`src/hdl/dmt_pkg.sv`:
```
// Operation
// Compare value from high and low bytes
// Both compare bytes reset to all ones
// 16-bit mode compares full value, flags high
// 8-bit mode compares each half separately
// 16-bit match inverts high toggle output
// 8-bit matches invert their own outputs
// Control register write-only, resets to zero
// Control bit 7 forces high output level
// Control bit 3 forces low output level
// Bits 6..4 select high counter input
// Bits 2..0 select low counter input
// Event pin counts selected edge polarity
// Software avoids pin function switch while low
// Status flags cleared only by written zero
// Bit 7 set on high counter rollover
// Bit 6 set on high compare match
// Flag clears only after being read one
// Bit 5 enables high overflow interrupt
// Bit 4 clears counter on high match
// Bit 3 set on low counter rollover
// Bit 2 set on low compare match
// Bit 1 low overflow enable, bit 0 clear
// 16-bit compare write high first via temp
// Compare reads return bytes directly
// Match raised when counter leaves matching value
// Low compare write suppresses coincident match
// 16-bit high flag needs all sixteen bits
package dmt_pkg;

    // Register offsets on the byte bus
    localparam logic [3:0] ADDR_TIMER_CONTROL        = 4'h6;
    localparam logic [3:0] ADDR_TIMER_CONTROL_STATUS = 4'h7;
    localparam logic [3:0] ADDR_COUNTER_HIGH         = 4'h8;
    localparam logic [3:0] ADDR_COUNTER_LOW          = 4'h9;
    localparam logic [3:0] ADDR_COMPARE_VALUE_HIGH   = 4'ha;
    localparam logic [3:0] ADDR_COMPARE_VALUE_LOW    = 4'hb;

    // Values after reset, the refused-read value and the counter maximum
    localparam logic [7:0] COMPARE_RESET = 8'hff;
    localparam logic [7:0] CONTROL_RESET = 8'h00;
    localparam logic [7:0] STATUS_RESET  = 8'h00;
    localparam logic [7:0] COUNTER_RESET = 8'h00;
    localparam logic [7:0] READ_NONE     = 8'hff;
    localparam logic [7:0] COUNT_MAX     = 8'hff;

    // Status field positions
    localparam int BIT_OVERFLOW_FLAG_HIGH = 7;
    localparam int BIT_MATCH_FLAG_HIGH    = 6;
    localparam int BIT_OVERFLOW_FLAG_LOW  = 3;
    localparam int BIT_MATCH_FLAG_LOW     = 2;
    localparam logic [7:0] STATUS_FLAG_MASK = 8'hcc;

    // Control field positions
    localparam int BIT_OUT_LEVEL_HIGH = 7;
    localparam int BIT_OUT_LEVEL_LOW  = 3;

    // Prescaler taps: system clock over 32, 16, 4, 2
    localparam int         PRESCALE_WIDTH = 5;
    localparam logic [4:0] MASK_DIV32     = 5'h1f;
    localparam logic [4:0] MASK_DIV16     = 5'h0f;
    localparam logic [4:0] MASK_DIV4      = 5'h03;
    localparam logic [4:0] MASK_DIV2      = 5'h01;

    // Clock and event pin timing
    localparam int CLK_PERIOD_PS        = 5000;
    localparam int EVENT_MIN_WIDTH_PS   = 10000;
    localparam int EVENT_MIN_WIDTH_CYC  = (EVENT_MIN_WIDTH_PS + CLK_PERIOD_PS - 1) / CLK_PERIOD_PS;

    typedef struct packed {
        logic out_level_high;
        logic high_clk_sel_top;
        logic high_clk_sel_mid;
        logic high_clk_sel_bottom;
        logic out_level_low;
        logic low_clk_sel_top;
        logic low_clk_sel_mid;
        logic low_clk_sel_bottom;
    } dmt_ctrl_s;

    typedef struct packed {
        logic overflow_flag_high;
        logic match_flag_high;
        logic overflow_irq_en_high;
        logic clear_on_match_high;
        logic overflow_flag_low;
        logic match_flag_low;
        logic overflow_irq_en_low;
        logic clear_on_match_low;
    } dmt_status_s;

endpackage

```
`src/hdl/dmt_prescaler.sv`:
```
`timescale 1ns/10ps
module dmt_prescaler
    import dmt_pkg::*;
#(
    parameter int WIDTH = PRESCALE_WIDTH
)
(
    input  wire logic       i_clk,
    input  wire logic       i_reset,
    input  wire logic [1:0] i_sel,
    output logic            o_tick
);

    logic [WIDTH-1:0] count;
    logic [WIDTH-1:0] next_count;
    logic [WIDTH-1:0] mask;
    logic             next_tick;

    // Free divider, one-cycle tick at the chosen rate
    always_comb
    begin
        next_count = count + WIDTH'(1);
        case (i_sel)
            2'h0:    mask = WIDTH'(MASK_DIV32);
            2'h1:    mask = WIDTH'(MASK_DIV16);
            2'h2:    mask = WIDTH'(MASK_DIV4);
            default: mask = WIDTH'(MASK_DIV2);
        endcase
        next_tick = ((count & mask) == mask);
    end

    always_ff @(posedge i_clk)
    begin
        if (i_reset)
        begin
            count  <= '0;
            o_tick <= 1'b0;
        end
        else
        begin
            count  <= next_count;
            o_tick <= next_tick;
        end
    end

endmodule // dmt_prescaler

```
`src/hdl/dmt_timer.sv`:
```
`timescale 1ns/10ps
module dmt_timer
    import dmt_pkg::*;
(
    input  wire logic       i_clk,
    input  wire logic       i_reset,
    input  wire logic [3:0] i_addr,
    input  wire logic       i_wr,
    input  wire logic       i_rd,
    input  wire logic [7:0] i_wdata,
    output logic      [7:0] o_rdata,
    input  wire logic       i_event_in_pin,
    input  wire logic       i_event_edge_sel,
    output logic            o_toggle_out_high,
    output logic            o_toggle_out_low,
    output logic            o_irq_req_high,
    output logic            o_irq_req_low
);

    dmt_ctrl_s   ctrl;
    dmt_ctrl_s   next_ctrl;
    dmt_status_s status;
    dmt_status_s next_status;
    logic [7:0]  seen;
    logic [7:0]  next_seen;
    logic [7:0]  compare_value_high;
    logic [7:0]  next_compare_value_high;
    logic [7:0]  compare_value_low;
    logic [7:0]  next_compare_value_low;
    logic [7:0]  counter_high;
    logic [7:0]  next_counter_high;
    logic [7:0]  counter_low;
    logic [7:0]  next_counter_low;
    logic [7:0]  temp;
    logic [7:0]  next_temp;
    logic [7:0]  next_rdata;
    logic        next_toggle_high;
    logic        next_toggle_low;
    logic        next_irq_high;
    logic        next_irq_low;
    logic [2:0]  event_sync;
    logic        presc_tick_high;
    logic        presc_tick_low;
    logic        mode16;
    logic        event_edge;
    logic        tick_low;
    logic        tick_high;
    logic        wr_ctrl;
    logic        wr_status;
    logic        wr_cnt_high;
    logic        wr_cnt_low;
    logic        wr_cmp_high;
    logic        wr_cmp_low;
    logic        rd_status;
    logic        rd_cnt_high;
    logic        equal_low;
    logic        equal_high;
    logic        match_low_evt;
    logic        match_high_evt;
    logic        match_wide_evt;
    logic        ovf_low_evt;
    logic        ovf_high_evt;
    logic        clear_low;
    logic        clear_high;
    logic [7:0]  st;
    logic [7:0]  sets;
    logic [7:0]  clears;

    // Prescaled taps for each half
    dmt_prescaler #(.WIDTH(PRESCALE_WIDTH)) u_presc_high (
        .i_clk   (i_clk),
        .i_reset (i_reset),
        .i_sel   ({ctrl.high_clk_sel_mid, ctrl.high_clk_sel_bottom}),
        .o_tick  (presc_tick_high)
    );

    dmt_prescaler #(.WIDTH(PRESCALE_WIDTH)) u_presc_low (
        .i_clk   (i_clk),
        .i_reset (i_reset),
        .i_sel   ({ctrl.low_clk_sel_mid, ctrl.low_clk_sel_bottom}),
        .o_tick  (presc_tick_low)
    );

    // Event pin synchroniser plus one stage for edge detection
    always_ff @(posedge i_clk)
    begin
        if (i_reset)
            event_sync <= 3'h0;
        else
            event_sync <= {event_sync[1:0], i_event_in_pin};
    end

    // Bus decode and counting events
    always_comb
    begin
        mode16      = !ctrl.high_clk_sel_top;
        wr_ctrl     = i_wr && (i_addr == ADDR_TIMER_CONTROL);
        wr_status   = i_wr && (i_addr == ADDR_TIMER_CONTROL_STATUS);
        wr_cnt_high = i_wr && (i_addr == ADDR_COUNTER_HIGH);
        wr_cnt_low  = i_wr && (i_addr == ADDR_COUNTER_LOW);
        wr_cmp_high = i_wr && (i_addr == ADDR_COMPARE_VALUE_HIGH);
        wr_cmp_low  = i_wr && (i_addr == ADDR_COMPARE_VALUE_LOW);
        rd_status   = i_rd && (i_addr == ADDR_TIMER_CONTROL_STATUS);
        rd_cnt_high = i_rd && (i_addr == ADDR_COUNTER_HIGH);
        // Edge polarity picked outside the block
        event_edge = i_event_edge_sel ? (event_sync[1] && !event_sync[2])
                                      : (!event_sync[1] && event_sync[2]);
        tick_low   = ctrl.low_clk_sel_top ? presc_tick_low : event_edge;
        tick_high  = mode16 ? (tick_low && (counter_low == COUNT_MAX))
                            : presc_tick_high;
        equal_low  = (counter_low == compare_value_low);
        equal_high = (counter_high == compare_value_high);
        // Match fires on the tick that leaves the equal value
        match_low_evt  = tick_low && equal_low && !wr_cmp_low;
        match_wide_evt = mode16 && match_low_evt && equal_high;
        match_high_evt = mode16 ? match_wide_evt
                                : (tick_high && equal_high);
        ovf_low_evt    = tick_low && (counter_low == COUNT_MAX);
        ovf_high_evt   = tick_high && (counter_high == COUNT_MAX);
        clear_high     = match_high_evt && status.clear_on_match_high;
        clear_low      = mode16 ? clear_high
                                : (match_low_evt && status.clear_on_match_low);
    end

    // Next state of registers, counter and outputs
    always_comb
    begin
        next_ctrl               = ctrl;
        next_compare_value_high = compare_value_high;
        next_compare_value_low  = compare_value_low;
        next_counter_high       = counter_high;
        next_counter_low        = counter_low;
        next_temp               = temp;
        next_rdata              = o_rdata;
        st                      = status;
        sets                    = 8'h00;
        clears                  = 8'h00;

        // Counting, clear on match wins over increment
        if (tick_low)
            next_counter_low = clear_low ? COUNTER_RESET : counter_low + 8'h01;
        if (tick_high)
            next_counter_high = counter_high + 8'h01;
        if (clear_high)
            next_counter_high = COUNTER_RESET;

        // Control writes
        if (wr_ctrl)
            next_ctrl = dmt_ctrl_s'(i_wdata);

        // Compare writes: high byte parked in temp in 16-bit mode
        if (wr_cmp_high)
        begin
            if (mode16)
                next_temp = i_wdata;
            else
                next_compare_value_high = i_wdata;
        end
        if (wr_cmp_low)
        begin
            next_compare_value_low = i_wdata;
            if (mode16)
                next_compare_value_high = temp;
        end

        // Counter writes follow the same byte pairing
        if (wr_cnt_high)
        begin
            if (mode16)
                next_temp = i_wdata;
            else
                next_counter_high = i_wdata;
        end
        if (wr_cnt_low)
        begin
            next_counter_low = i_wdata;
            if (mode16)
                next_counter_high = temp;
        end
        if (rd_cnt_high && mode16)
            next_temp = counter_low;

        // Status: enables written, flags cleared by zero after a read of one
        if (wr_status)
        begin
            st     = (st & STATUS_FLAG_MASK) | (i_wdata & ~STATUS_FLAG_MASK);
            clears = ~i_wdata & seen & STATUS_FLAG_MASK;
        end
        sets[BIT_OVERFLOW_FLAG_HIGH] = ovf_high_evt;
        sets[BIT_MATCH_FLAG_HIGH]    = match_high_evt;
        sets[BIT_OVERFLOW_FLAG_LOW]  = ovf_low_evt;
        sets[BIT_MATCH_FLAG_LOW]     = match_low_evt;
        // Hardware set beats a coincident clear
        next_status = dmt_status_s'((st & ~clears) | sets);
        next_seen   = seen & ~clears;
        if (rd_status)
            next_seen = status & STATUS_FLAG_MASK;

        // Read data, compare bytes read directly
        if (i_rd)
        begin
            case (i_addr)
                ADDR_TIMER_CONTROL_STATUS: next_rdata = status;
                ADDR_COUNTER_HIGH:         next_rdata = counter_high;
                ADDR_COUNTER_LOW:          next_rdata = mode16 ? temp : counter_low;
                ADDR_COMPARE_VALUE_HIGH:   next_rdata = compare_value_high;
                ADDR_COMPARE_VALUE_LOW:    next_rdata = compare_value_low;
                default:                   next_rdata = READ_NONE;
            endcase
        end

        // Toggle outputs, a control write wins over a match
        next_toggle_high = o_toggle_out_high ^ match_high_evt;
        next_toggle_low  = o_toggle_out_low ^ match_low_evt;
        if (wr_ctrl)
        begin
            next_toggle_high = i_wdata[BIT_OUT_LEVEL_HIGH];
            next_toggle_low  = i_wdata[BIT_OUT_LEVEL_LOW];
        end

        // Interrupt request pulses toward the interrupt controller
        next_irq_high = match_high_evt || (ovf_high_evt && status.overflow_irq_en_high);
        next_irq_low  = match_low_evt || (ovf_low_evt && status.overflow_irq_en_low);
    end

    always_ff @(posedge i_clk)
    begin
        if (i_reset)
        begin
            ctrl               <= dmt_ctrl_s'(CONTROL_RESET);
            status             <= dmt_status_s'(STATUS_RESET);
            seen               <= 8'h00;
            compare_value_high <= COMPARE_RESET;
            compare_value_low  <= COMPARE_RESET;
            counter_high       <= COUNTER_RESET;
            counter_low        <= COUNTER_RESET;
            temp               <= 8'h00;
            o_rdata            <= 8'h00;
            o_toggle_out_high  <= 1'b0;
            o_toggle_out_low   <= 1'b0;
            o_irq_req_high     <= 1'b0;
            o_irq_req_low      <= 1'b0;
        end
        else
        begin
            ctrl               <= next_ctrl;
            status             <= next_status;
            seen               <= next_seen;
            compare_value_high <= next_compare_value_high;
            compare_value_low  <= next_compare_value_low;
            counter_high       <= next_counter_high;
            counter_low        <= next_counter_low;
            temp               <= next_temp;
            o_rdata            <= next_rdata;
            o_toggle_out_high  <= next_toggle_high;
            o_toggle_out_low   <= next_toggle_low;
            o_irq_req_high     <= next_irq_high;
            o_irq_req_low      <= next_irq_low;
        end
    end

    // Checks
    property p_compare_reset;
        @(posedge i_clk) disable iff (i_reset)
        $past(i_reset) |-> (compare_value_high == 8'hff) && (compare_value_low == 8'hff);
    endproperty
    a_compare_reset: assert property (p_compare_reset)
        else $error("compare bytes not all ones after reset");

    property p_control_reset;
        @(posedge i_clk) disable iff (i_reset)
        $past(i_reset) |-> (ctrl == dmt_ctrl_s'(8'h00)) && !o_toggle_out_high && !o_toggle_out_low;
    endproperty
    a_control_reset: assert property (p_control_reset)
        else $error("control not zero after reset");

    property p_level_high;
        @(posedge i_clk) disable iff (i_reset)
        wr_ctrl |=> (o_toggle_out_high == $past(i_wdata[7]));
    endproperty
    a_level_high: assert property (p_level_high)
        else $error("high output level not taken from control write");

    property p_level_low;
        @(posedge i_clk) disable iff (i_reset)
        wr_ctrl |=> (o_toggle_out_low == $past(i_wdata[3]));
    endproperty
    a_level_low: assert property (p_level_low)
        else $error("low output level not taken from control write");

    property p_toggle_wide;
        @(posedge i_clk) disable iff (i_reset)
        (match_wide_evt && !wr_ctrl) |=> (o_toggle_out_high != $past(o_toggle_out_high)) && o_irq_req_high;
    endproperty
    a_toggle_wide: assert property (p_toggle_wide)
        else $error("high toggle output did not invert on wide match");

    property p_overflow_high_cause;
        @(posedge i_clk) disable iff (i_reset)
        $rose(status.overflow_flag_high) |-> $past(tick_high && (counter_high == 8'hff));
    endproperty
    a_overflow_high_cause: assert property (p_overflow_high_cause)
        else $error("high overflow flag set without rollover");

    property p_match_low_clear;
        @(posedge i_clk) disable iff (i_reset)
        $fell(status.match_flag_low) |-> $past(wr_status && !i_wdata[2] && seen[2]);
    endproperty
    a_match_low_clear: assert property (p_match_low_clear)
        else $error("low match flag cleared without read then zero write");

    property p_match_on_leave;
        @(posedge i_clk) disable iff (i_reset)
        (tick_low && equal_low && !wr_cmp_low) |=> status.match_flag_low
            && (counter_low != $past(counter_low) || $past(clear_low && counter_low == 8'h00));
    endproperty
    a_match_on_leave: assert property (p_match_on_leave)
        else $error("low match not raised as counter left the value");

    property p_match_suppressed;
        @(posedge i_clk) disable iff (i_reset)
        (wr_cmp_low && !status.match_flag_low && !(wr_status && i_wdata[2])) |=> !status.match_flag_low;
    endproperty
    a_match_suppressed: assert property (p_match_suppressed)
        else $error("match raised during low compare write");

    property p_wide_clear;
        @(posedge i_clk) disable iff (i_reset)
        (match_wide_evt && status.clear_on_match_high && !wr_cnt_high && !wr_cnt_low)
            |=> (counter_high == 8'h00) && (counter_low == 8'h00);
    endproperty
    a_wide_clear: assert property (p_wide_clear)
        else $error("wide counter not cleared on match");

endmodule // dmt_timer

```
`config.mk`:
```
export PLATFORM = sky130hd
export DESIGN_NAME = dmt_timer
export DESIGN_NICKNAME = d
export VERILOG_FILES = /design/src/hdl/dmt_pkg.sv /design/src/hdl/dmt_prescaler.sv /design/src/hdl/dmt_timer.sv
export SDC_FILE = /design/constraint.sdc
export NUM_CORES = 1
export LEC_CHECK = 0
export ABC_CLOCK_PERIOD_IN_PS = 2050
export BUFFER_PORTS_ARGS = -buffer_cell sky130_fd_sc_hd__buf_4
export CAP_MARGIN = 20
export CORE_MARGIN = 4
export CORE_UTILIZATION = 61
export CTS_CLUSTER_DIAMETER = 40
export CTS_CLUSTER_SIZE = 24
export DETAILED_ROUTE_END_ITERATION = 10
export GPL_TIMING_DRIVEN = 1
export PLACE_DENSITY = 0.78
export SLEW_MARGIN = 20
export SYNTH_ARGS = -nofsm -noshare
export SYNTH_HDL_FRONTEND = slang
export SYNTH_SLANG_ARGS = --single-unit
```
`constraint.sdc`:
```
create_clock -name i_clk -period 2.05 [get_ports i_clk]
set_input_delay 0.1025 -clock i_clk [delete_from_list [all_inputs] [get_ports i_clk]]
set_output_delay 0.1025 -clock i_clk [all_outputs]
set_load 0.02 [all_outputs]
```
==> flow_summary.json, run 1 <==
{
  "fin_crit_sh_pct": 94.8,
  "grt_start_max_net_pins": 64,
  "htreeDepth": 3,
  "ys_async_sr_fraction_pct": 0,
  "dr.pass1.iters": 5,
  "mostFrequentLayoutCell": "dfxtp_1",
  "p_per_area_nw_per_um2": 654,
  "worstSetupPathType": "reg2reg",
  "drtIter0Drc": 440,
  "required_ns": 2.27,
  "irDropWorstVdd_uv": 461,
  "post-place-ws_ns": 0.0970,
  "avgSynthCellArea_um2": 8.73,
  "die_h_um": 94.0,
  "hold_path_class": "in2reg",
  "area_delta_synth_final_pct": 15.0,
  "insertedDiodeCount": 0,
  "fmax_mhz": 515,
  "syn_area_um2": 4510,
  "arrival_ns": 2.16,
  "min_period_ns": 1.94,
  "grt_pass1_wl_um": 20800,
  "grt_antenna_before_repair": 0,
  "rows": 31,
  "grt_overflow": 0,
  "final.setup.worst_slack_ns": 0.106,
  "numPortBuffers": 29,
  "vias": 4165,
  "path_max_fanout": 7,
  "cts.path.max_buffers": 2,
  "clk_pin_slew_ns": 0.09,
  "drive_gt1_share_pct": 19.4,
  "grtUsageTotal_pct": 30.8,
  "hold_viol_final": 0,
  "critPathLaunchType": "flip-flop",
  "fin_nets": 575,
  "dp.cells": 639,
  "die_x_um": 94.0,
  "status": "finished clean",
  "place_congestion": 0.911,
  "most-common-layout-cells": "83 x dfxtp_1, 62 x nor2_1, 61 x buf_4",
  "clock-sinks": 85,
  "wire_per_inst_um": 19.8,
  "power_mw": 3.40,
  "fin_area_um2": 5190,
  "fin_skew_ns": 0.00922,
  "viasPerCell": 6.34,
  "synth_edf_count": 0,
  "ant_nets": 0,
  "worst_pin_slew_ns": 0.686,
  "max-slew-margin-rel_pct": 54.2,
  "cts_root_buffer": "clkbuf_8",
  "synth_cell_types": 71,
  "cap_violations": 0,
  "grt_pass1_vias": 3959,
  "crit_path_end_kind": "flip-flop",
  "start_util_pct": 62.6,
  "p_leak_nw": 2.00,
  "clk_latency_ns": 0.37,
  "setup_viol_count_final": 0,
  "timing.hold.ws_ns": 0.0280,
  "cts_buffers": 9,
  "drv_slew": 0,
  "synth_cells": 517,
  "wl_um": 13000,
  "synth-seq-cells": 85,
  "ys_seq_area_share_pct": 37.7,
  "num_io_pins": 30,
  "synth_nets": 539,
  "cts_tree": "yes",
  "synth_warnings": 0,
  "coreArea_um2": 7210,
  "drcViolationCount": 0,
  "dominantRegCellSynth": "dfxtp_1",
  "die_area_um2": 8840,
  "dpl_cell_area_um2": 4920,
  "hpwl_um": 9570,
  "fin_cells": 657
}
## final cells by class
| cell class | count | area, um2 |
|---|---|---|
| multi-input cells | 389 | 2670 |
| repair buffers | 62 | 468 |
| clock buffers | 12 | 135 |
| clock inverters | 4 | 72.6 |
| flip-flops and latches | 85 | 1700 |
| fillers | 571 | 2020 |
| well taps | 99 | 124 |
| inverters | 6 | 22.5 |
## critical path, cell delays in order (launching register included)
cell and delay, ns:
dfxtp_1 0.45, xnor2_1 0.17, nand4_1 0.21, nor4_4 0.41, nand4_4 0.20, a32oi_1 0.26, a211oi_1 0.09
## layer usage
layer | up-vias | global-route usage, % | wire length, um | part of all wire [%]
li1 | 1955 | - | - | -
met1 | 1969 | 40.0 | 5480 | 42
met2 | 204 | 49.4 | 6210 | 48
met3 | 37 | 6.25 | 997 | 7.7
met4 | 0 | 13.8 | 338 | 2.6
met5 | - | 0 | 0 | 0
## logic make-up after synthesis
logic type,Yosys count,share of synthesized area (%)
simple gates,215,25.9
xor+xnor,31,6.01
flops,85,37.7
fa+ha+maj,4,1.11
buf+inv,43,4.30
mux,23,5.13
compound gates,116,19.8
## power breakdown
part	leakage (nW)	switching (mW)	internal [mW]
Combinational	1.20	0.208	0.150
Clock	0.101	0.601	0.686
Sequential	0.692	0.0501	1.70
Total	2.00	0.859	2.54
## sequential cells by signal (all words and copies together), names as in the netlist, named ones only
| signal | flops |
|---|---|
| u_presc_low.o_tick | 1 |
| o_toggle_out_low | 1 |
| counter_low | 8 |
| o_toggle_out_high | 1 |
| event_sync | 3 |
| o_irq_req_high | 1 |
| compare_value_low | 8 |
| u_presc_high.o_tick | 1 |
| ctrl | 6 |
| o_irq_req_low | 1 |
| compare_value_high | 8 |
| counter_high | 8 |
| seen | 4 |
| u_presc_low.count | 5 |
| status | 8 |
| o_rdata | 8 |
| u_presc_high.count | 5 |
## per-stage QoR
stage	util (%)	setup TNS, ns
after detailed placement	68.2	0
after floorplan	-	0
after global placement	68.2	0
after global routing	72.0	-0.00799
after CTS	71.2	0
final	72.0	0
## timing repair
| item | in CTS | in global routing |
|---|---|---|
| buffers inserted | 0 | 1 |
| setup endpoints to repair | 0 | 10 |
| resized for setup | 0 | 10 |
| endpoints found under the hold margin | 1 | 0 |
| hold buffers | 1 | 0 |
## cell usage after synthesis (2+ instances only)
master,n,share of area (%)
nand4_4,2,0.94
o31ai_1,3,0.50
clkbuf_1,17,1.4
dfxtp_1,85,38
a311oi_1,10,1.9
nor4b_2,2,0.67
xnor2_1,24,4.7
o31a_1,3,0.58
nor4_2,3,0.83
mux2i_1,22,4.9
o211ai_1,5,0.83
and3_1,2,0.28
or2_1,2,0.28
or3_1,4,0.55
a21o_1,4,0.67
nor4_1,4,0.55
a21oi_1,21,2.3
a31oi_1,4,0.55
nand3b_1,10,1.7
o21bai_1,5,0.83
o41ai_2,2,0.72
nand3_1,19,2.1
a22oi_1,11,1.8
buf_4,2,0.33
inv_1,6,0.50
nor2_2,2,0.28
nor4b_1,2,0.39
buf_2,13,1.4
nor2b_1,13,1.8
a211oi_1,15,2.5
and2_1,2,0.28
ha_1,4,1.1
nand4_1,9,1.2
o21a_1,4,0.67
buf_1,3,0.25
nor3_1,12,1.3
nor2_1,62,5.2
a221oi_1,11,2.1
nand2_1,53,4.4
o21ai_0,3,0.33
xor2_1,7,1.4
## final timing paths
check                               from                           endpoint  slack, ns  cells past startpoint
min reg2reg     event_sync[0]$_SDFF_PP0_           event_sync[1]$_SDFF_PP0_       0.46                      1
min                           i_wdata[0]  compare_value_low[0]$_SDFFE_PP1N_       0.03                      3
max reg2reg  counter_low[7]$_SDFFE_PP0P_         counter_high[1]$_SDFF_PP0_       0.11                      6
max          counter_low[7]$_SDFFE_PP0P_         counter_high[1]$_SDFF_PP0_       0.11                      6
No activity file was read; power rests on OpenSTA's default activity.
==> run 2: changes to the inputs <==
--- a/config.mk
+++ b/config.mk
@@ -14,7 +14,7 @@
 export CTS_CLUSTER_SIZE = 24
 export DETAILED_ROUTE_END_ITERATION = 10
 export GPL_TIMING_DRIVEN = 1
-export PLACE_DENSITY = 0.78
+export PLACE_DENSITY = 0.81
 export SLEW_MARGIN = 20
 export SYNTH_ARGS = -nofsm -noshare
 export SYNTH_HDL_FRONTEND = slang
==> flow_summary.json, run 2 (synthesis gave the netlist of run 1 again) <==
{
  "dr.pass1.iters": 5,
  "die_h_um": 94.0,
  "drtIter0Drc": 482,
  "rows": 31,
  "clk_latency_ns": 0.36,
  "grt_start_max_net_pins": 60,
  "cts_tree": "yes",
  "drv_slew": 0,
  "hold_viol_final": 0,
  "grt_pass1_vias": 4002,
  "final.setup.worst_slack_ns": 0.113,
  "p_sw_mw": 0.908,
  "fin_crit_sh_pct": 94.5,
  "drcViolationCount": 0,
  "seq_area_um2": 1700,
  "path_max_fanout": 7,
  "finalSetupTns_ns": 0,
  "cts_root_buffer": "clkbuf_8",
  "cap_violations": 0,
  "switching_share_pct": 27.0,
  "dpl_cell_area_um2": 4910,
  "fin_nets": 571,
  "crit_path_end_kind": "flip-flop",
  "grt_pass1_wl_um": 20600,
  "hold_depth": 3,
  "hpwl_um": 9010,
  "min_period_ns": 1.94,
  "die_x_um": 94.0,
  "internal-power_mw": 2.45,
  "htreeDepth": 3,
  "fmax_mhz": 516,
  "hold_path_end": "compare_value_low[1]$_SDFFE_PP1N_",
  "grt_antenna_before_repair": 0,
  "arrival_ns": 2.16,
  "comb_power_share_pct": 10.5,
  "critPathLaunchType": "flip-flop",
  "fin_area_um2": 5170,
  "irDropWorstVdd_uv": 647,
  "p_per_area_nw_per_um2": 650,
  "rsz0062_at_grt": "no",
  "timing.hold.ws_ns": 0.0663,
  "grt_overflow": 0,
  "post-place-ws_ns": 0.0590,
  "max-slew-margin-rel_pct": 58.4,
  "clk_pin_slew_ns": 0.09,
  "worstSetupPathType": "reg2reg",
  "reg2reg_to": "counter_high[1]$_SDFF_PP0_",
  "fillers": 561,
  "insertedDiodeCount": 0,
  "seqPwrFrac_pct": 52.2,
  "wire_per_inst_um": 19.9,
  "required_ns": 2.28,
  "cts_buffers": 9,
  "grtUsageTotal_pct": 30.5,
  "cts.path.max_buffers": 2,
  "hold_path_class": "in2reg",
  "p_clk_share_pct": 37.3,
  "ant_nets": 0,
  "setup_viol_count_final": 0,
  "coreArea_um2": 7210,
  "status": "finished clean",
  "most-common-layout-cells": "83 x dfxtp_1, 62 x nor2_1, 55 x buf_4",
  "final_util_pct": 71.7,
  "area_delta_synth_final_pct": 14.6,
  "worstRegToRegCells": 7,
  "multi_input_area_um2": 2650,
  "worst_pin_slew_ns": 0.625,
  "place_congestion": 0.962,
  "wl_um": 13000,
  "mostFrequentLayoutCell": "dfxtp_1",
  "num_io_pins": 30,
  "viasPerCell": 6.46,
  "die_area_um2": 8840,
  "numPortBuffers": 29,
  "reg2reg_setup_slack_ns": 0.11,
  "drive_gt1_share_pct": 18.8,
  "hp-start": "i_wdata[1]",
  "clock-sinks": 85,
  "p_leak_nw": 2.00,
  "vias": 4216,
  "fin_skew_ns": 0.0153,
  "worstReg2RegStart": "counter_low[4]$_SDFFE_PP0P_",
  "start_util_pct": 62.6
}
## run 2: worst max path at each step
stage / slack (ns) / to / from
after CTS: 0.04 / counter_high[1]$_SDFF_PP0_ / counter_low[1]$_SDFFE_PP0P_
final: 0.11 / counter_high[1]$_SDFF_PP0_ / counter_low[4]$_SDFFE_PP0P_
after global placement: 0.13 / counter_high[1]$_SDFF_PP0_ / counter_low[1]$_SDFFE_PP0P_
after floorplan: 0.21 / counter_high[5]$_SDFF_PP0_ / counter_low[1]$_SDFFE_PP0P_
after detailed placement: 0.06 / counter_high[1]$_SDFF_PP0_ / counter_low[1]$_SDFFE_PP0P_
after global routing: 0.02 / counter_high[1]$_SDFF_PP0_ / counter_low[4]$_SDFFE_PP0P_
## run 2: power by group through the flow
| stage | Sequential (mW) | Clock (mW) | Combinational (mW) |
|---|---|---|---|
| detailed placement | 1.79 | 0 | 0.340 |
| finish | 1.75 | 1.26 | 0.353 |
| global placement | 1.79 | 0 | 0.334 |
| CTS | 1.75 | 1.25 | 0.344 |
| floorplan | 1.79 | 0 | 0.201 |
| global route | 1.76 | 1.32 | 0.380 |
## run 2: metal layers
| metal | vias to the layer above | wire [um] | share of wire [%] | track usage (%) |
|---|---|---|---|---|
| met5 | - | 0 | 0 | 0 |
| met4 | 0 | 388 | 3.0 | 16.0 |
| met3 | 35 | 1300 | 10 | 5.21 |
| met2 | 269 | 6100 | 47 | 47.5 |
| met1 | 1973 | 5210 | 40 | 40.3 |
| li1 | 1939 | - | - | - |
## run 2: what timing repair did
item	4_1_cts	5_1_grt
gates resized for setup	0	7
setup buffers	0	1
setup endpoints to repair	0	7
hold endpoints to repair	1	0
hold buffers	1	0
## run 2: stage by stage
| step | std cells | power [mW] |
|---|---|---|
| after global routing | 653 | 3.46 |
| after floorplan | 517 | 1.99 |
| after detailed placement | 635 | 2.13 |
| after CTS | 652 | 3.35 |
| after global placement | 635 | 2.12 |
| final | 653 | 3.36 |
## run 2: final cells by class
type / instances / area share [%]
clock buffer: 10 / 2.66
clock inverter: 6 / 1.33
inverter: 6 / 0.435
multi-input combinational: 389 / 51.3
sequential: 85 / 32.9
tap: 99 / 2.39
timing repair buffer: 58 / 8.95
## run 2: worst max-delay path: stages, from the launching register on
cell and delay (ns):
dfxtp_1 0.44, buf_4 0.19, xnor2_2 0.15, nand2_1 0.15, nor4_4 0.36, nand4_4 0.19
a32oi_1 0.23, a211oi_1 0.09
